$ cat config.mk
export PLATFORM = sky130hd
export DESIGN_NAME = fuc_cmd_core
export DESIGN_NICKNAME = d
export VERILOG_FILES = /design/src/fuc_pkg.sv /design/src/fuc_link_if.sv /design/src/fuc_cmd_core.sv /design/src/fuc_link_sync.sv /design/src/fuc_timer.sv
export VERILOG_INCLUDE_DIRS = /design/src
export SDC_FILE = /design/constraint.sdc
export NUM_CORES = 1
export LEC_CHECK = 0
export CORE_MARGIN = 2
export CORE_UTILIZATION = 45
export CTS_CLUSTER_DIAMETER = 60
export DETAILED_ROUTE_END_ITERATION = 16
export DONT_BUFFER_PORTS = 1
export GPL_ROUTABILITY_DRIVEN = 0
export PLACE_DENSITY = 0.72
export SYNTH_ARGS = -nofsm -noshare
export SYNTH_HDL_FRONTEND = slang
export SYNTH_SLANG_ARGS = --single-unit
$ cat constraint.sdc
create_clock -name clk_sys -period 9.76 [get_ports clk_sys]
set_clock_uncertainty 0.1 [all_clocks]
set_input_delay 0.488 -clock clk_sys [delete_from_list [all_inputs] [get_ports clk_sys]]
set_output_delay 0.488 -clock clk_sys [all_outputs]
set_load 0.1 [all_outputs]
$ cat src/fuc_consts.svh
// Constants for the flash command block: opcodes, field positions, times.
// Assumes a 125 MHz system clock; times are in ns and turned into cycles here.
`ifndef FUC_CONSTS_SVH
`define FUC_CONSTS_SVH

// ==========================================================
// Clock and time conversion
`define FUC_CLK_MHZ 125
`define FUC_CYC_UP(ns) ((((ns) * `FUC_CLK_MHZ) + 999) / 1000)
`define FUC_CYC_DN(ns) (((ns) * `FUC_CLK_MHZ) / 1000)

// ==========================================================
// Self-timed durations
`define FUC_SW_INIT_NS 30000
`define FUC_POWER_UP_NS 300000
`define FUC_SLEEP_ENTRY_NS 3000
`define FUC_WAKE_NS 30000
`define FUC_UNLOCK_NS 8000
`define FUC_TMR_W 16

// ==========================================================
// Opcodes
`define FUC_OPC_UNLOCK 8'hea
`define FUC_OPC_ARM 8'h66
`define FUC_OPC_INIT 8'h99
`define FUC_OPC_SLEEP 8'hb9
`define FUC_OPC_WAKE 8'hab
`define FUC_OPC_FLAG_CLR 8'h30
`define FUC_OPC_STAT_RD 8'h05

// ==========================================================
// Frame lengths in bits
`define FUC_OPC_BITS 8
`define FUC_PW_BITS 64
`define FUC_DUMMY_BITS 24
`define FUC_EXIT_CLKS 8

// ==========================================================
// Status byte fields and reset values
`define FUC_STAT_PEND 0
`define FUC_STAT_FAIL 6
`define FUC_SYNC_RST 7'h60
`define FUC_DEV_ID 8'h5a

`endif

$ cat src/fuc_pkg.sv
// Types shared by the flash command block.
// Assumes nothing beyond the constants header.
package fuc_pkg;

	// ==========================================================
	// Serial frame states
	typedef enum {FR_IDLE, FR_OPCODE, FR_PASS, FR_DUMMY, FR_SEND, FR_SKIP} fuc_frame_t;

	// ==========================================================
	// Operation states
	typedef enum {OP_POWERUP, OP_READY, OP_UNLOCK, OP_FAIL, OP_RESET, OP_DOZE, OP_SLEEP,
		OP_WAKE} fuc_op_t;

endpackage

$ cat src/fuc_link_if.sv
// Synchronised link events passed from the pin sampler to the command core.
// Assumes all members are driven in the clk_sys domain.
`timescale 1ns/1ns
interface fuc_link_if;
	logic sck_rise;
	logic sck_fall;
	logic cs_active;
	logic cs_start;
	logic cs_end;
	logic [3:0] io;
	logic hw_rst;

	modport src
	(
		output sck_rise, sck_fall, cs_active, cs_start, cs_end, io, hw_rst
	);
	modport dst
	(
		input sck_rise, sck_fall, cs_active, cs_start, cs_end, io, hw_rst
	);
endinterface

$ cat src/fuc_cmd_core.sv
// Command core for password unlock, software reset, mode-bit reset, sleep and wake.
// Assumes SPI mode 0 or 3 pins at far below clk_sys; flag and default inputs are
// from logic on clk_sys.
//
// Behaviour
// - Unlock runs only if select rises right after the 64th password bit.
// - Pending flag stays high during unlock; status reads remain allowed.
// - Password mismatch sets failure flag and leaves pending flag stuck high.
// - Only flag clear, software reset or hardware reset clear mismatch flags.
// - Matching password sets the protection freeze bit.
// - Software reset reloads volatile registers from their non-volatile defaults.
// - Software reset keeps guard and freeze bits; only hard resets restore them.
// - Armed reset opcode executes on select rise, lasting the init time.
// - After an incomplete power-up, reset runs a full power-up sequence.
// - Any command after arming cancels the arm; reset is then ignored.
// - Eight clocks of ones on data line zero leave continuous read.
// - Sleep opcode needs select rise right after bit eight; entry is timed.
// - While asleep only the wake opcode is recognised, status reads too ignored.
// - Hardware reset works while asleep and restores normal operation.
// - Wake needs select high for the wake time; commands ignored meanwhile.
// - Wake opcode plus three dummy bytes returns the ID, MSb first, on falls.
// - Wake opcode is ignored while an erase, program or write is busy.
// - In quad mode commands, password and ID use all four data lines.
`timescale 1ns/1ns
`include "fuc_consts.svh"
module fuc_cmd_core
#(
	parameter logic [`FUC_TMR_W-1:0] POWER_UP_CYC = `FUC_TMR_W'(`FUC_CYC_UP(`FUC_POWER_UP_NS)),
	parameter logic [7:0] DEV_ID = `FUC_DEV_ID // Arbitrary value
)
(
	// System
	input wire logic clk_sys,
	input wire logic sys_rst,
	// Serial pins
	input wire logic cs_n,
	input wire logic sck,
	input wire logic [3:0] io_in,
	output logic [3:0] io_out,
	output logic [3:0] io_oe,
	input wire logic hw_rst_n,
	// Configuration and defaults
	input wire logic quad_cmd_mode,
	input wire logic [63:0] hidden_password,
	input wire logic nv_freeze_default,
	input wire logic nv_cfg_guard,
	input wire logic cfg_guard_set,
	// Other device logic
	input wire logic cont_read_enter,
	input wire logic array_busy,
	input wire logic por_abort,
	// Status
	output logic op_pending_flag,
	output logic prog_fail_flag,
	output logic protection_freeze_bit,
	output logic cfg_guard_bit,
	output logic cont_read_mode,
	output logic sleep_mode,
	output logic vol_reload,
	output logic dev_ready
);

	localparam logic [`FUC_TMR_W-1:0] SW_INIT_CYC = `FUC_TMR_W'(`FUC_CYC_UP(`FUC_SW_INIT_NS));
	localparam logic [`FUC_TMR_W-1:0] ENTRY_CYC = `FUC_TMR_W'(`FUC_CYC_DN(`FUC_SLEEP_ENTRY_NS));
	localparam logic [`FUC_TMR_W-1:0] WAKE_CYC = `FUC_TMR_W'(`FUC_CYC_UP(`FUC_WAKE_NS));
	localparam logic [`FUC_TMR_W-1:0] UNLOCK_CYC = `FUC_TMR_W'(`FUC_CYC_UP(`FUC_UNLOCK_NS));
	localparam logic [7:0] OPC_END = 8'(`FUC_OPC_BITS);
	localparam logic [7:0] PASS_END = 8'(`FUC_OPC_BITS + `FUC_PW_BITS);
	localparam logic [7:0] DUMMY_END = 8'(`FUC_OPC_BITS + `FUC_DUMMY_BITS);
	localparam logic [3:0] EXIT_CLKS = 4'(`FUC_EXIT_CLKS);

	// ==========================================================
	// Helpers
	function automatic logic [7:0] shift8(input logic [7:0] s, input logic [3:0] d,
		input logic q);
		shift8 = q ? {s[3:0], d} : {s[6:0], d[0]};
	endfunction

	function automatic logic [63:0] shift64(input logic [63:0] s, input logic [3:0] d,
		input logic q);
		shift64 = q ? {s[59:0], d} : {s[62:0], d[0]};
	endfunction

	function automatic logic [63:0] byte_swap(input logic [63:0] s);
		byte_swap = '0;
		for (int i = 0; i < 8; i++)
			byte_swap[8*i +: 8] = s[8*(7-i) +: 8];
	endfunction

	// ==========================================================
	// Submodules
	fuc_link_if lnk();

	fuc_link_sync u_sync
	(
		.clk_sys(clk_sys),
		.sys_rst(sys_rst),
		.cs_n(cs_n),
		.sck(sck),
		.io_in(io_in),
		.hw_rst_n(hw_rst_n),
		.lnk(lnk.src)
	);

	logic tmr_start;
	logic [`FUC_TMR_W-1:0] tmr_load;
	logic tmr_done;

	fuc_timer u_timer
	(
		.clk_sys(clk_sys),
		.sys_rst(sys_rst),
		.start(tmr_start),
		.load(tmr_load),
		.busy(),
		.done(tmr_done)
	);

	// ==========================================================
	// Declarations
	fuc_pkg::fuc_frame_t fr;
	fuc_pkg::fuc_op_t op;
	logic hard_rst;
	logic [7:0] cnt;
	logic [7:0] next_cnt;
	logic [7:0] sh;
	logic [7:0] next_sh;
	logic [7:0] opc;
	logic opc_seen;
	logic opc_ok;
	logic opc_allow;
	logic [63:0] pw;
	logic [3:0] exit_clks;
	logic exit_ones;
	logic [7:0] tx;
	logic [7:0] status;
	logic arm;
	logic req_init;
	logic req_unlock;
	logic req_sleep;
	logic req_wake;
	logic req_clear;
	logic req_exit;
	logic fail;
	logic por_ok;
	logic pw_match;
	logic unlock_hit;

	assign hard_rst = sys_rst | lnk.hw_rst;
	assign next_cnt = (cnt > 8'hf0) ? cnt : cnt + (quad_cmd_mode ? 8'h04 : 8'h01);
	assign next_sh = shift8(sh, lnk.io, quad_cmd_mode);
	assign pw_match = byte_swap(pw) == hidden_password;
	assign unlock_hit = (op == fuc_pkg::OP_UNLOCK) && tmr_done && pw_match;

	always_comb
	begin
		status = 8'h00;
		status[`FUC_STAT_PEND] = op_pending_flag;
		status[`FUC_STAT_FAIL] = fail;
	end

	// ==========================================================
	// Opcode acceptance by operation state
	always_comb
	begin
		unique case (op)
			fuc_pkg::OP_READY:
				opc_allow = !cont_read_mode && !(next_sh == `FUC_OPC_WAKE && array_busy);
			fuc_pkg::OP_UNLOCK:
				opc_allow = next_sh == `FUC_OPC_STAT_RD;
			fuc_pkg::OP_FAIL:
				opc_allow = next_sh == `FUC_OPC_STAT_RD || next_sh == `FUC_OPC_FLAG_CLR
					|| next_sh == `FUC_OPC_ARM || next_sh == `FUC_OPC_INIT;
			fuc_pkg::OP_SLEEP:
				opc_allow = next_sh == `FUC_OPC_WAKE && !array_busy;
			fuc_pkg::OP_POWERUP, fuc_pkg::OP_RESET, fuc_pkg::OP_DOZE, fuc_pkg::OP_WAKE:
				opc_allow = 1'b0;
		endcase
	end

	// ==========================================================
	// Serial frame receiver
	always_ff @(posedge clk_sys)
	begin
		if (hard_rst)
		begin
			fr <= fuc_pkg::FR_IDLE;
			cnt <= 8'h00;
			sh <= 8'h00;
			opc <= 8'h00;
			opc_seen <= 1'b0;
			opc_ok <= 1'b0;
			pw <= '0;
			exit_clks <= 4'h0;
			exit_ones <= 1'b0;
		end
		else if (lnk.cs_start)
		begin
			fr <= fuc_pkg::FR_OPCODE;
			cnt <= 8'h00;
			sh <= 8'h00;
			opc_seen <= 1'b0;
			opc_ok <= 1'b0;
			exit_clks <= 4'h0;
			exit_ones <= 1'b1;
		end
		else if (lnk.sck_rise)
		begin
			cnt <= next_cnt;
			if (exit_clks != EXIT_CLKS)
			begin
				exit_clks <= exit_clks + 4'h1;
				exit_ones <= exit_ones & lnk.io[0];
			end
			unique case (fr)
				fuc_pkg::FR_OPCODE:
				begin
					sh <= next_sh;
					if (next_cnt == OPC_END)
					begin
						opc <= next_sh;
						opc_seen <= 1'b1;
						opc_ok <= opc_allow;
						if (!opc_allow)
							fr <= fuc_pkg::FR_SKIP;
						else if (next_sh == `FUC_OPC_UNLOCK)
							fr <= fuc_pkg::FR_PASS;
						else if (next_sh == `FUC_OPC_WAKE)
							fr <= fuc_pkg::FR_DUMMY;
						else if (next_sh == `FUC_OPC_STAT_RD)
							fr <= fuc_pkg::FR_SEND;
						else
							fr <= fuc_pkg::FR_SKIP;
					end
				end
				fuc_pkg::FR_PASS:
					pw <= shift64(pw, lnk.io, quad_cmd_mode);
				fuc_pkg::FR_DUMMY:
					if (next_cnt == DUMMY_END)
						fr <= fuc_pkg::FR_SEND;
				fuc_pkg::FR_IDLE, fuc_pkg::FR_SEND, fuc_pkg::FR_SKIP:
					fr <= fr;
			endcase
		end
		else if (lnk.cs_end)
			fr <= fuc_pkg::FR_IDLE;
	end

	// ==========================================================
	// Output shifter: ID or status out on falling serial clock edges
	always_ff @(posedge clk_sys)
	begin
		if (hard_rst)
		begin
			tx <= 8'h00;
			io_out <= 4'h0;
			io_oe <= 4'h0;
		end
		else if (!lnk.cs_active)
		begin
			io_out <= 4'h0;
			io_oe <= 4'h0;
		end
		else if (lnk.sck_rise && fr == fuc_pkg::FR_OPCODE && next_cnt == OPC_END)
			tx <= status;
		else if (lnk.sck_rise && fr == fuc_pkg::FR_DUMMY && next_cnt == DUMMY_END)
			tx <= DEV_ID;
		else if (lnk.sck_fall && fr == fuc_pkg::FR_SEND)
		begin
			io_oe <= quad_cmd_mode ? 4'hf : 4'h2;
			io_out <= quad_cmd_mode ? tx[7:4] : {2'b00, tx[7], 1'b0};
			tx <= quad_cmd_mode ? {tx[3:0], 4'h0} : {tx[6:0], 1'b0};
		end
	end

	// ==========================================================
	// Command execution on select rise
	always_ff @(posedge clk_sys)
	begin
		if (hard_rst)
		begin
			arm <= 1'b0;
			req_init <= 1'b0;
			req_unlock <= 1'b0;
			req_sleep <= 1'b0;
			req_wake <= 1'b0;
			req_clear <= 1'b0;
			req_exit <= 1'b0;
		end
		else
		begin
			req_init <= 1'b0;
			req_unlock <= 1'b0;
			req_sleep <= 1'b0;
			req_wake <= 1'b0;
			req_clear <= 1'b0;
			req_exit <= 1'b0;
			if (lnk.cs_end)
			begin
				req_exit <= exit_clks == EXIT_CLKS && exit_ones;
				if (opc_seen)
				begin
					arm <= opc_ok && opc == `FUC_OPC_ARM && cnt == OPC_END;
					req_init <= opc_ok && opc == `FUC_OPC_INIT && cnt == OPC_END && arm;
					req_unlock <= opc_ok && opc == `FUC_OPC_UNLOCK && cnt == PASS_END;
					req_sleep <= opc_ok && opc == `FUC_OPC_SLEEP && cnt == OPC_END;
					req_wake <= opc_ok && opc == `FUC_OPC_WAKE && sleep_mode;
					req_clear <= opc_ok && opc == `FUC_OPC_FLAG_CLR && cnt == OPC_END;
				end
			end
		end
	end

	// ==========================================================
	// Operation sequencer
	always_ff @(posedge clk_sys)
	begin
		if (hard_rst)
		begin
			op <= fuc_pkg::OP_POWERUP;
			tmr_start <= 1'b1;
			tmr_load <= POWER_UP_CYC;
			fail <= 1'b0;
			por_ok <= 1'b0;
		end
		else
		begin
			tmr_start <= 1'b0;
			unique case (op)
				fuc_pkg::OP_POWERUP:
					if (por_abort)
						op <= fuc_pkg::OP_READY;
					else if (tmr_done)
					begin
						por_ok <= 1'b1;
						op <= fuc_pkg::OP_READY;
					end
				fuc_pkg::OP_READY, fuc_pkg::OP_FAIL:
					if (req_init)
					begin
						op <= fuc_pkg::OP_RESET;
						tmr_start <= 1'b1;
						tmr_load <= por_ok ? SW_INIT_CYC : POWER_UP_CYC;
						fail <= 1'b0;
					end
					else if (op == fuc_pkg::OP_FAIL && req_clear)
					begin
						op <= fuc_pkg::OP_READY;
						fail <= 1'b0;
					end
					else if (op == fuc_pkg::OP_READY && req_unlock)
					begin
						op <= fuc_pkg::OP_UNLOCK;
						tmr_start <= 1'b1;
						tmr_load <= UNLOCK_CYC;
					end
					else if (op == fuc_pkg::OP_READY && req_sleep)
					begin
						op <= fuc_pkg::OP_DOZE;
						tmr_start <= 1'b1;
						tmr_load <= ENTRY_CYC;
					end
				fuc_pkg::OP_UNLOCK:
					if (tmr_done)
					begin
						op <= pw_match ? fuc_pkg::OP_READY : fuc_pkg::OP_FAIL;
						fail <= !pw_match;
					end
				fuc_pkg::OP_RESET:
					if (tmr_done)
					begin
						por_ok <= 1'b1;
						op <= fuc_pkg::OP_READY;
					end
				fuc_pkg::OP_DOZE:
					if (tmr_done)
						op <= fuc_pkg::OP_SLEEP;
				fuc_pkg::OP_SLEEP:
					if (req_wake)
					begin
						op <= fuc_pkg::OP_WAKE;
						tmr_start <= 1'b1;
						tmr_load <= WAKE_CYC;
					end
				fuc_pkg::OP_WAKE:
					if (tmr_done)
						op <= fuc_pkg::OP_READY;
			endcase
		end
	end

	// ==========================================================
	// Protection bits kept across software reset
	always_ff @(posedge clk_sys)
	begin
		if (hard_rst)
		begin
			protection_freeze_bit <= nv_freeze_default;
			cfg_guard_bit <= nv_cfg_guard;
		end
		else
		begin
			if (unlock_hit)
				protection_freeze_bit <= 1'b1;
			if (cfg_guard_set)
				cfg_guard_bit <= 1'b1;
		end
	end

	// ==========================================================
	// Continuous read mode
	always_ff @(posedge clk_sys)
	begin
		if (hard_rst)
			cont_read_mode <= 1'b0;
		else if (cont_read_enter && op == fuc_pkg::OP_READY)
			cont_read_mode <= 1'b1;
		else if (req_exit || op == fuc_pkg::OP_RESET)
			cont_read_mode <= 1'b0;
	end

	// ==========================================================
	// Status outputs
	always_ff @(posedge clk_sys)
	begin
		if (hard_rst)
		begin
			op_pending_flag <= 1'b0;
			prog_fail_flag <= 1'b0;
			sleep_mode <= 1'b0;
			vol_reload <= 1'b0;
			dev_ready <= 1'b0;
		end
		else
		begin
			op_pending_flag <= op == fuc_pkg::OP_UNLOCK || op == fuc_pkg::OP_FAIL;
			prog_fail_flag <= fail;
			sleep_mode <= op == fuc_pkg::OP_SLEEP;
			vol_reload <= op == fuc_pkg::OP_RESET;
			dev_ready <= op == fuc_pkg::OP_READY;
		end
	end

endmodule

$ cat src/fuc_link_sync.sv
// Pin sampler: two-flop synchronisers and edge detection for the SPI pins.
// Assumes the serial clock is far slower than clk_sys.
`timescale 1ns/1ns
`include "fuc_consts.svh"
module fuc_link_sync
(
	// System
	input wire logic clk_sys,
	input wire logic sys_rst,
	// Pins
	input wire logic cs_n,
	input wire logic sck,
	input wire logic [3:0] io_in,
	input wire logic hw_rst_n,
	// Events
	fuc_link_if.src lnk
);

	// ==========================================================
	// Synchroniser chain: bit 6 reset pin, 5 select, 4 clock, 3..0 data
	logic [6:0] meta;
	logic [6:0] sync;
	logic [6:0] prev;

	always_ff @(posedge clk_sys)
	begin
		if (sys_rst)
		begin
			meta <= `FUC_SYNC_RST;
			sync <= `FUC_SYNC_RST;
			prev <= `FUC_SYNC_RST;
		end
		else
		begin
			meta <= {hw_rst_n, cs_n, sck, io_in};
			sync <= meta;
			prev <= sync;
		end
	end

	// ==========================================================
	// Events seen only from the second stage onward
	assign lnk.cs_active = ~sync[5];
	assign lnk.cs_start = ~sync[5] & prev[5];
	assign lnk.cs_end = sync[5] & ~prev[5];
	assign lnk.sck_rise = sync[4] & ~prev[4] & ~sync[5];
	assign lnk.sck_fall = ~sync[4] & prev[4] & ~sync[5];
	assign lnk.io = sync[3:0];
	assign lnk.hw_rst = ~sync[6];

endmodule

$ cat src/fuc_timer.sv
// Down counter for self-timed operations; done pulses once per start.
// Assumes start is a one-cycle pulse; a new start restarts the count.
`timescale 1ns/1ns
`include "fuc_consts.svh"
module fuc_timer
(
	// System
	input wire logic clk_sys,
	input wire logic sys_rst,
	// Control
	input wire logic start,
	input wire logic [`FUC_TMR_W-1:0] load,
	output logic busy,
	output logic done
);

	logic [`FUC_TMR_W-1:0] cnt;

	always_ff @(posedge clk_sys)
	begin
		if (sys_rst)
		begin
			cnt <= '0;
			busy <= 1'b0;
			done <= 1'b0;
		end
		else
		begin
			done <= 1'b0;
			if (start)
			begin
				cnt <= load;
				busy <= 1'b1;
			end
			else if (busy)
			begin
				if (cnt <= `FUC_TMR_W'(1))
				begin
					busy <= 1'b0;
					done <= 1'b1;
				end
				else
					cnt <= cnt - `FUC_TMR_W'(1);
			end
		end
	end

endmodule
; Yosys cells after proc, flatten, opt, wreduce, memory -nomap -nowiden
; Cells that the tools add are included.
[totals]
word_cells = 257
reg_bits = 246
mem_count = 0
out_inout_bits = 16
mem_bits_rw = 0
latch_bits = 0
rom_bits = 0
[op_classes]
bitwise_logic = 19
muxes = 68
eq_ne = 52
n_reduce_logical = 74
n_div = 0
n_lt_le_gt_ge = 2
mul = 0
shifts = 0
n_addsub = 3
[op_table]
columns = op, n
row1 = 32-bit 2-to-1 mux, 13
row2 = 32-bit by 3-bit == test with 1-bit output (second input constant), 7
row3 = 32-bit by 2-bit == test with 1-bit output (second input constant), 6
row4 = 32-bit one-hot mux with 6 select lines, 1
row5 = 16-bit 2-to-1 mux, 9
row6 = 32-bit by 4-bit == test with 1-bit output (second input constant), 3
row7 = 32-bit by 1-bit == test with 1-bit output (second input constant), 2
row8 = 64-bit == test, 1
row9 = 64-bit 2-to-1 mux, 1
row10 = 32-bit one-hot mux with 2 select lines, 1
row11 = 8-bit == test (second input constant), 7
row12 = 8-bit 2-to-1 mux, 6
row13 = 32-bit zero test, 1
row14 = 16-bit one-hot mux with 2 select lines, 1
row15 = 1-bit logical AND, 28
row16 = 1-bit 2-to-1 mux, 25
row17 = 8-bit by 6-bit == test with 1-bit output (second input constant), 3
row18 = 8-bit by 7-bit == test with 1-bit output (second input constant), 3
row19 = 4-bit AND reduction, 5
row20 = 2-bit nonzero test, 10
row21 = 8-bit by 4-bit == test with 1-bit output (second input constant), 2
row22 = 16-bit by 1-bit less-or-equal comparator with 1-bit output (second input constant), 1
row23 = 4-bit != test (second input constant), 4
row24 = 16-bit by 1-bit subtractor with 16-bit output (second input constant), 1
row25 = other kinds (27), 77

; Longest topological paths before layout
[depth]
depth_word = 11
ltp_mapped = 14
ltp_nobuf = 10

; Cells and area by module
; A second synthesis with hierarchy kept.
[unflattened]
cells_unflattened = 1102
hier_area_um2 = 9928.3
[modules_own_cells]
columns = module, seq_area_each_um2, area_per_inst_um2, instances, cells_per_inst
row1 = fuc_cmd_core, 3463.3, 8286.7, 1, 922
row2 = fuc_timer, 360.3, 1137.3, 1, 137
row3 = fuc_link_sync, 320.3, 504.2, 1, 43

; Worst setup path before layout
; No wires, ideal clock.
[synth_path]
kind = input port to flip-flop
from = input port quad_cmd_mode
to = register opc[5]
path_slack_ns = 6.009
required_time_ns = 9.574
t_arrival_ns = 3.566
stages = 14
setup_time_ns = 0.086
path_cell_list = clkbuf_1 > clkbuf_1 > clkbuf_1 > inv_1 > ha_1 > ha_1 > or3b_1 > a21o_1 > a221oi_1 > nand2_2 > nor2_4 > buf_6 > nor2_1 > a211oi_1
[synth_between]
elab_chain_cells = 5
word_cells_on_any_way = 6
[synth_rtl]
columns = element, line
row1 = "start, declared", fuc_cmd_core.sv:43  ; input wire logic quad_cmd_mode,
row2 = 3-bit 2-to-1 mux, fuc_cmd_core.sv:150  ; assign next_cnt = (cnt > 8'hf0) ? cnt : cnt + (quad_cmd_mode ? 8'h04 : 8'h01);
row3 = 8-bit by 3-bit adder with 8-bit output, fuc_cmd_core.sv:150
row4 = 8-bit 2-to-1 mux, fuc_cmd_core.sv:150
row5 = 8-bit by 4-bit == test with 1-bit output, fuc_cmd_core.sv:219  ; if (next_cnt == OPC_END)
row6 = 4-bit AND reduction (no line), -
row7 = "end signal, assigned", fuc_cmd_core.sv:221  ; opc <= next_sh;
row8 = "end, declared", fuc_cmd_core.sv:128  ; logic [7:0] opc;
; Several ways; a longest one is shown, not always the timed one.
; A chain may end at the register's enable or synchronous reset.

; Worst setup path in the final report
[layout_path]
from = register cnt[0]
to = register fr[0]
[layout_between]
elab_chain_cells = 5
word_cells_on_any_way = 8
[layout_rtl]
columns = element, line
row1 = "start, declared", fuc_cmd_core.sv:124  ; logic [7:0] cnt;
row2 = "start signal, assigned", fuc_cmd_core.sv:209  ; cnt <= next_cnt;
row3 = 8-bit by 3-bit adder with 8-bit output / 8-bit > comparator (equally long branches), fuc_cmd_core.sv:150
row4 = 8-bit 2-to-1 mux (*), fuc_cmd_core.sv:150
row5 = 8-bit by 6-bit == test with 1-bit output / 8-bit by 4-bit == test with 1-bit output (equally long branches), "fuc_cmd_core.sv:239, fuc_cmd_core.sv:219"
row6 = 4-bit != test (no line), -
row7 = 4-bit AND reduction (no line) (*), -
row8 = "end signal, assigned", fuc_cmd_core.sv:240  ; fr <= fuc_pkg::FR_SEND;
row9 = "end signal, assigned", fuc_cmd_core.sv:242  ; fr <= fr;
row10 = "end signal, assigned", fuc_cmd_core.sv:246  ; fr <= fuc_pkg::FR_IDLE;
row11 = "end, declared", fuc_cmd_core.sv:121  ; fuc_pkg::fuc_frame_t fr;
; Mark *: on every way between the ends. The rest lies on a longest branch, timed or not.

==> reports/qor.yml <==
finalWirelength_um: 22300
boundaryPins: 96
fp.dieH_um: 151
powerDensity_nw_per_um2: 192
synth_area_um2: 9690
drtPass1Iterations: 5
synth-seq-area-share_pct: 42.8
yosys_register_bits: 206
clock.fmax_ghz: 0.335
clk_pin_slew_worst_paths_ps: 60
clkPwrFrac_pct: 47.5
grt_max_degree: 128
worstHoldStart: "io_in[0]"
cts_buffers: 24
cp.buffers_inverters: 0
use_met1_pct: 28.1
crit_fanout: 6
power_leakage_nw: 3.61
rsz0062_at_grt: "no"
initial_core_util_pct: 45.9
r2r_cells: 9
use_met2_pct: 29.3
grt_util_met3_pct: 3.42
core-area_um2: 21100
setup_tns_ps: 0
synth_nets: 1157
area_growth_pct: 10.9
hold_path.class: "input pin to flip-flop"
slew_viol_final: 0
hold_depth: 1
antenna_found_initial: 0
groute.usage.overall_pct: 19.5
p_int_w: 0.00155
setup_viol: 0
root_buffer: "clkbuf_16"
start_kind: "flip-flop"
io_buffers: 0
dp_hpwl_um: 15200
cp_common_cell: "ha_1"
ys_async_sr_fraction_pct: 0
worstSkewPairLatency_ps: 520
finalHoldViolations: 0
grt_overflow_total: 0
p_sw_share_pct: 24.8
critPathArrivalTime_ps: 3240
p_seq_share_pct: 44.4
max_stage_delay_ps: 500
layout_setup_ws_ps: 6780
num_antenna_cells: 0
grt_pass1_vias: 6990
run_status: "finished clean"
maxSlewHeadroom_pct: 22.5
postSynthAreaPerCell_um2: 9.05
period_needed_ps: 2980
grt_busiest_layer: "met2"
synthFlopType: "dfxtp_1"
crit_required_ps: 10020
drive_above_1_share_pct: 7.12
r2r-start: "cnt[0]"
ys_types: 74
die_area_um2: 22700
regToRegSetupSlack_ps: 6780
cp_slowest_cell: "a221oi_1"
post-cts-setup-buffers: 0
yosysWarnings: 0
grt_pass1_wl_um: 36200
cap_violations: 0
post-route-period-util_pct: 30.6
crit_path_cell_trace: "ha_1, ha_1, or3b_1, a21o_1, a221oi_1, o21ai_0, a21oi_1, o211a_1, a311oi_1"
cts_tree: "built"
drc: 0
combPwrFrac_pct: 8.0
synth_cells: 1070
cts.sinks: 206
p_sw_w: 0.000513
setup.worst_path.end_class: "flip-flop"
critPathKind: "flip-flop to flip-flop"
holdPathEnd: "u_sync.meta[0]"
wire_per_inst_um: 16.7
chipWidth_um: 151
synth_edf_count: 2
nets: 1123
num_rows: 53
r2r_end: "fr[0]"
cts_buffer_depth: 3
place_ws_ps: 6580
vdd_drop_max_mv: 0.149
via_per_inst: 5.66
routed-via-count: 7520
drt-initial-drc-count: 526
worstMarginPinSlew_ps: 1160
final_antenna_net_count: 0
cts.htree.levels: 1
critPathTopFamily: "compound AO/OA/AOI/OAI gates"
power by group through the flow:
stage	logic (W)	clock network [W]	registers, W
5_1_grt	0.000184	0.00103	0.000920
3_3_place_gp	0.000158	0	0.000934
2_1_floorplan	0.000154	0	0.000916
3_5_place_dp	0.000158	0	0.000934
6_report	0.000166	0.000981	0.000917
4_1_cts	0.000163	0.000996	0.000916
logic make-up (layout without fill, tap and decap cells):
kind of cell               Yosys count  count (layout)  synth area share, %
and+or+nand+nor                    397             397                 22.0
muxes                               83              83                 8.59
xor gates and xnor gates            83              83                 7.50
adders and majority gates            7               7                0.904
DFF                                206             206                 42.8
AOI/OAI and AO/OA                  201             201                 14.4
buffers and inverters               93              77                 3.85
placed cells by master, fill, tap and decap left out, drive strengths merged, types with 7 or more instances in the layout:
cell type  synthesis  layout
mux2i             82      82
nor2b             18      18
a31oi              9       9
a211oi            85      85
xnor2             80      80
dfxtp            204     204
nand3             17      17
and3               7       7
ha                 7       7
nand2             48      48
nor3              19      19
nor3b              7       7
nand4             27      27
a21oi             41      41
nand2b             8       8
nor4              28      28
clkbuf            51      31
o21ai             17      17
inv               25      25
nor2             149     149
and2              33      33
worst register-to-register path: cells and delay by family (launching register included):
family / cells / cell delay, ps
adders and majority gates: 2 / 470
AOI/OAI and AO/OA: 6 / 1550
and+or+nand+nor: 1 / 370
DFF: 1 / 320
synth_stat cells (8+ instances only):
cell type / instances / area, um^2
xnor2_1: 80 / 701
inv_1: 24 / 90.1
and2_1: 32 / 200
nor2_1: 147 / 552
o21ai_0: 16 / 80.1
nand2b_1: 8 / 50.1
nor3_1: 16 / 80.1
nand4_1: 26 / 163
nor4_1: 25 / 156
a21oi_1: 41 / 205
clkbuf_1: 51 / 191
a31oi_1: 9 / 56.3
buf_1: 9 / 33.8
nand2_1: 46 / 173
nor2b_1: 18 / 113
a211oi_1: 85 / 638
nand3_1: 17 / 85.1
dfxtp_1: 204 / 4080
mux2i_1: 82 / 821
cell type report:
class,count,area (um^2)
multi-input combinational,771,5180
clock buffer,31,678
timing repair buffer,8,80.1
clock inverter,13,214
tap,275,344
sequential,206,4150
inverter,25,93.8
fill,1946,10300
flip-flops by register name (all words and copies together) (netlist names), 8 cells and up:
signal,flops
cnt,8
op,32
opc,8
pw,64
tmr_load,11
tx,8
u_timer.cnt,16
metrics by stage:
| step | utilization (%) | total power, W | instance area (um^2) | hold slack, ps | std cells |
|---|---|---|---|---|---|
| finish | 50.9 | 0.00206 | 10700 | 16.5 | 1329 |
| global route | 50.9 | 0.00214 | 10700 | 4.68 | 1329 |
| CTS | 50.9 | 0.00208 | 10700 | 5.51 | 1329 |
| detailed placement | 46.5 | 0.00109 | 9800 | 293 | 1281 |
| global placement | 46.5 | 0.00109 | 9800 | 294 | 1281 |
| floorplan | - | 0.00107 | 9690 | 289 | 1070 |
worst max-delay path by stage:
stage / start / endpoint / slack [ps] / cells after the start
after floorplan: quad_cmd_mode / opc[5] / 6010 / 14
after global placement: quad_cmd_mode / fr[0] / 6690 / 10
after detailed placement: quad_cmd_mode / fr[0] / 6580 / 10
after CTS: cnt[0] / fr[0] / 6820 / 9
after global routing: cnt[0] / fr[0] / 6570 / 9
final: cnt[0] / fr[0] / 6780 / 9
what timing repair did:
action,4_1_cts,5_1_grt
hold buffers,4,0
resized for setup,0,0
hold endpoints to repair,30,0
per-layer routing:
metal	share of wire [%]	vias up	wire length (um)
li1	-	3780	-
met2	45	174	10100
met4	3.0	0	667
met1	47	3515	10500
met5	0	-	0
met3	4.3	51	959
Power figures use the tool's default switching activity.
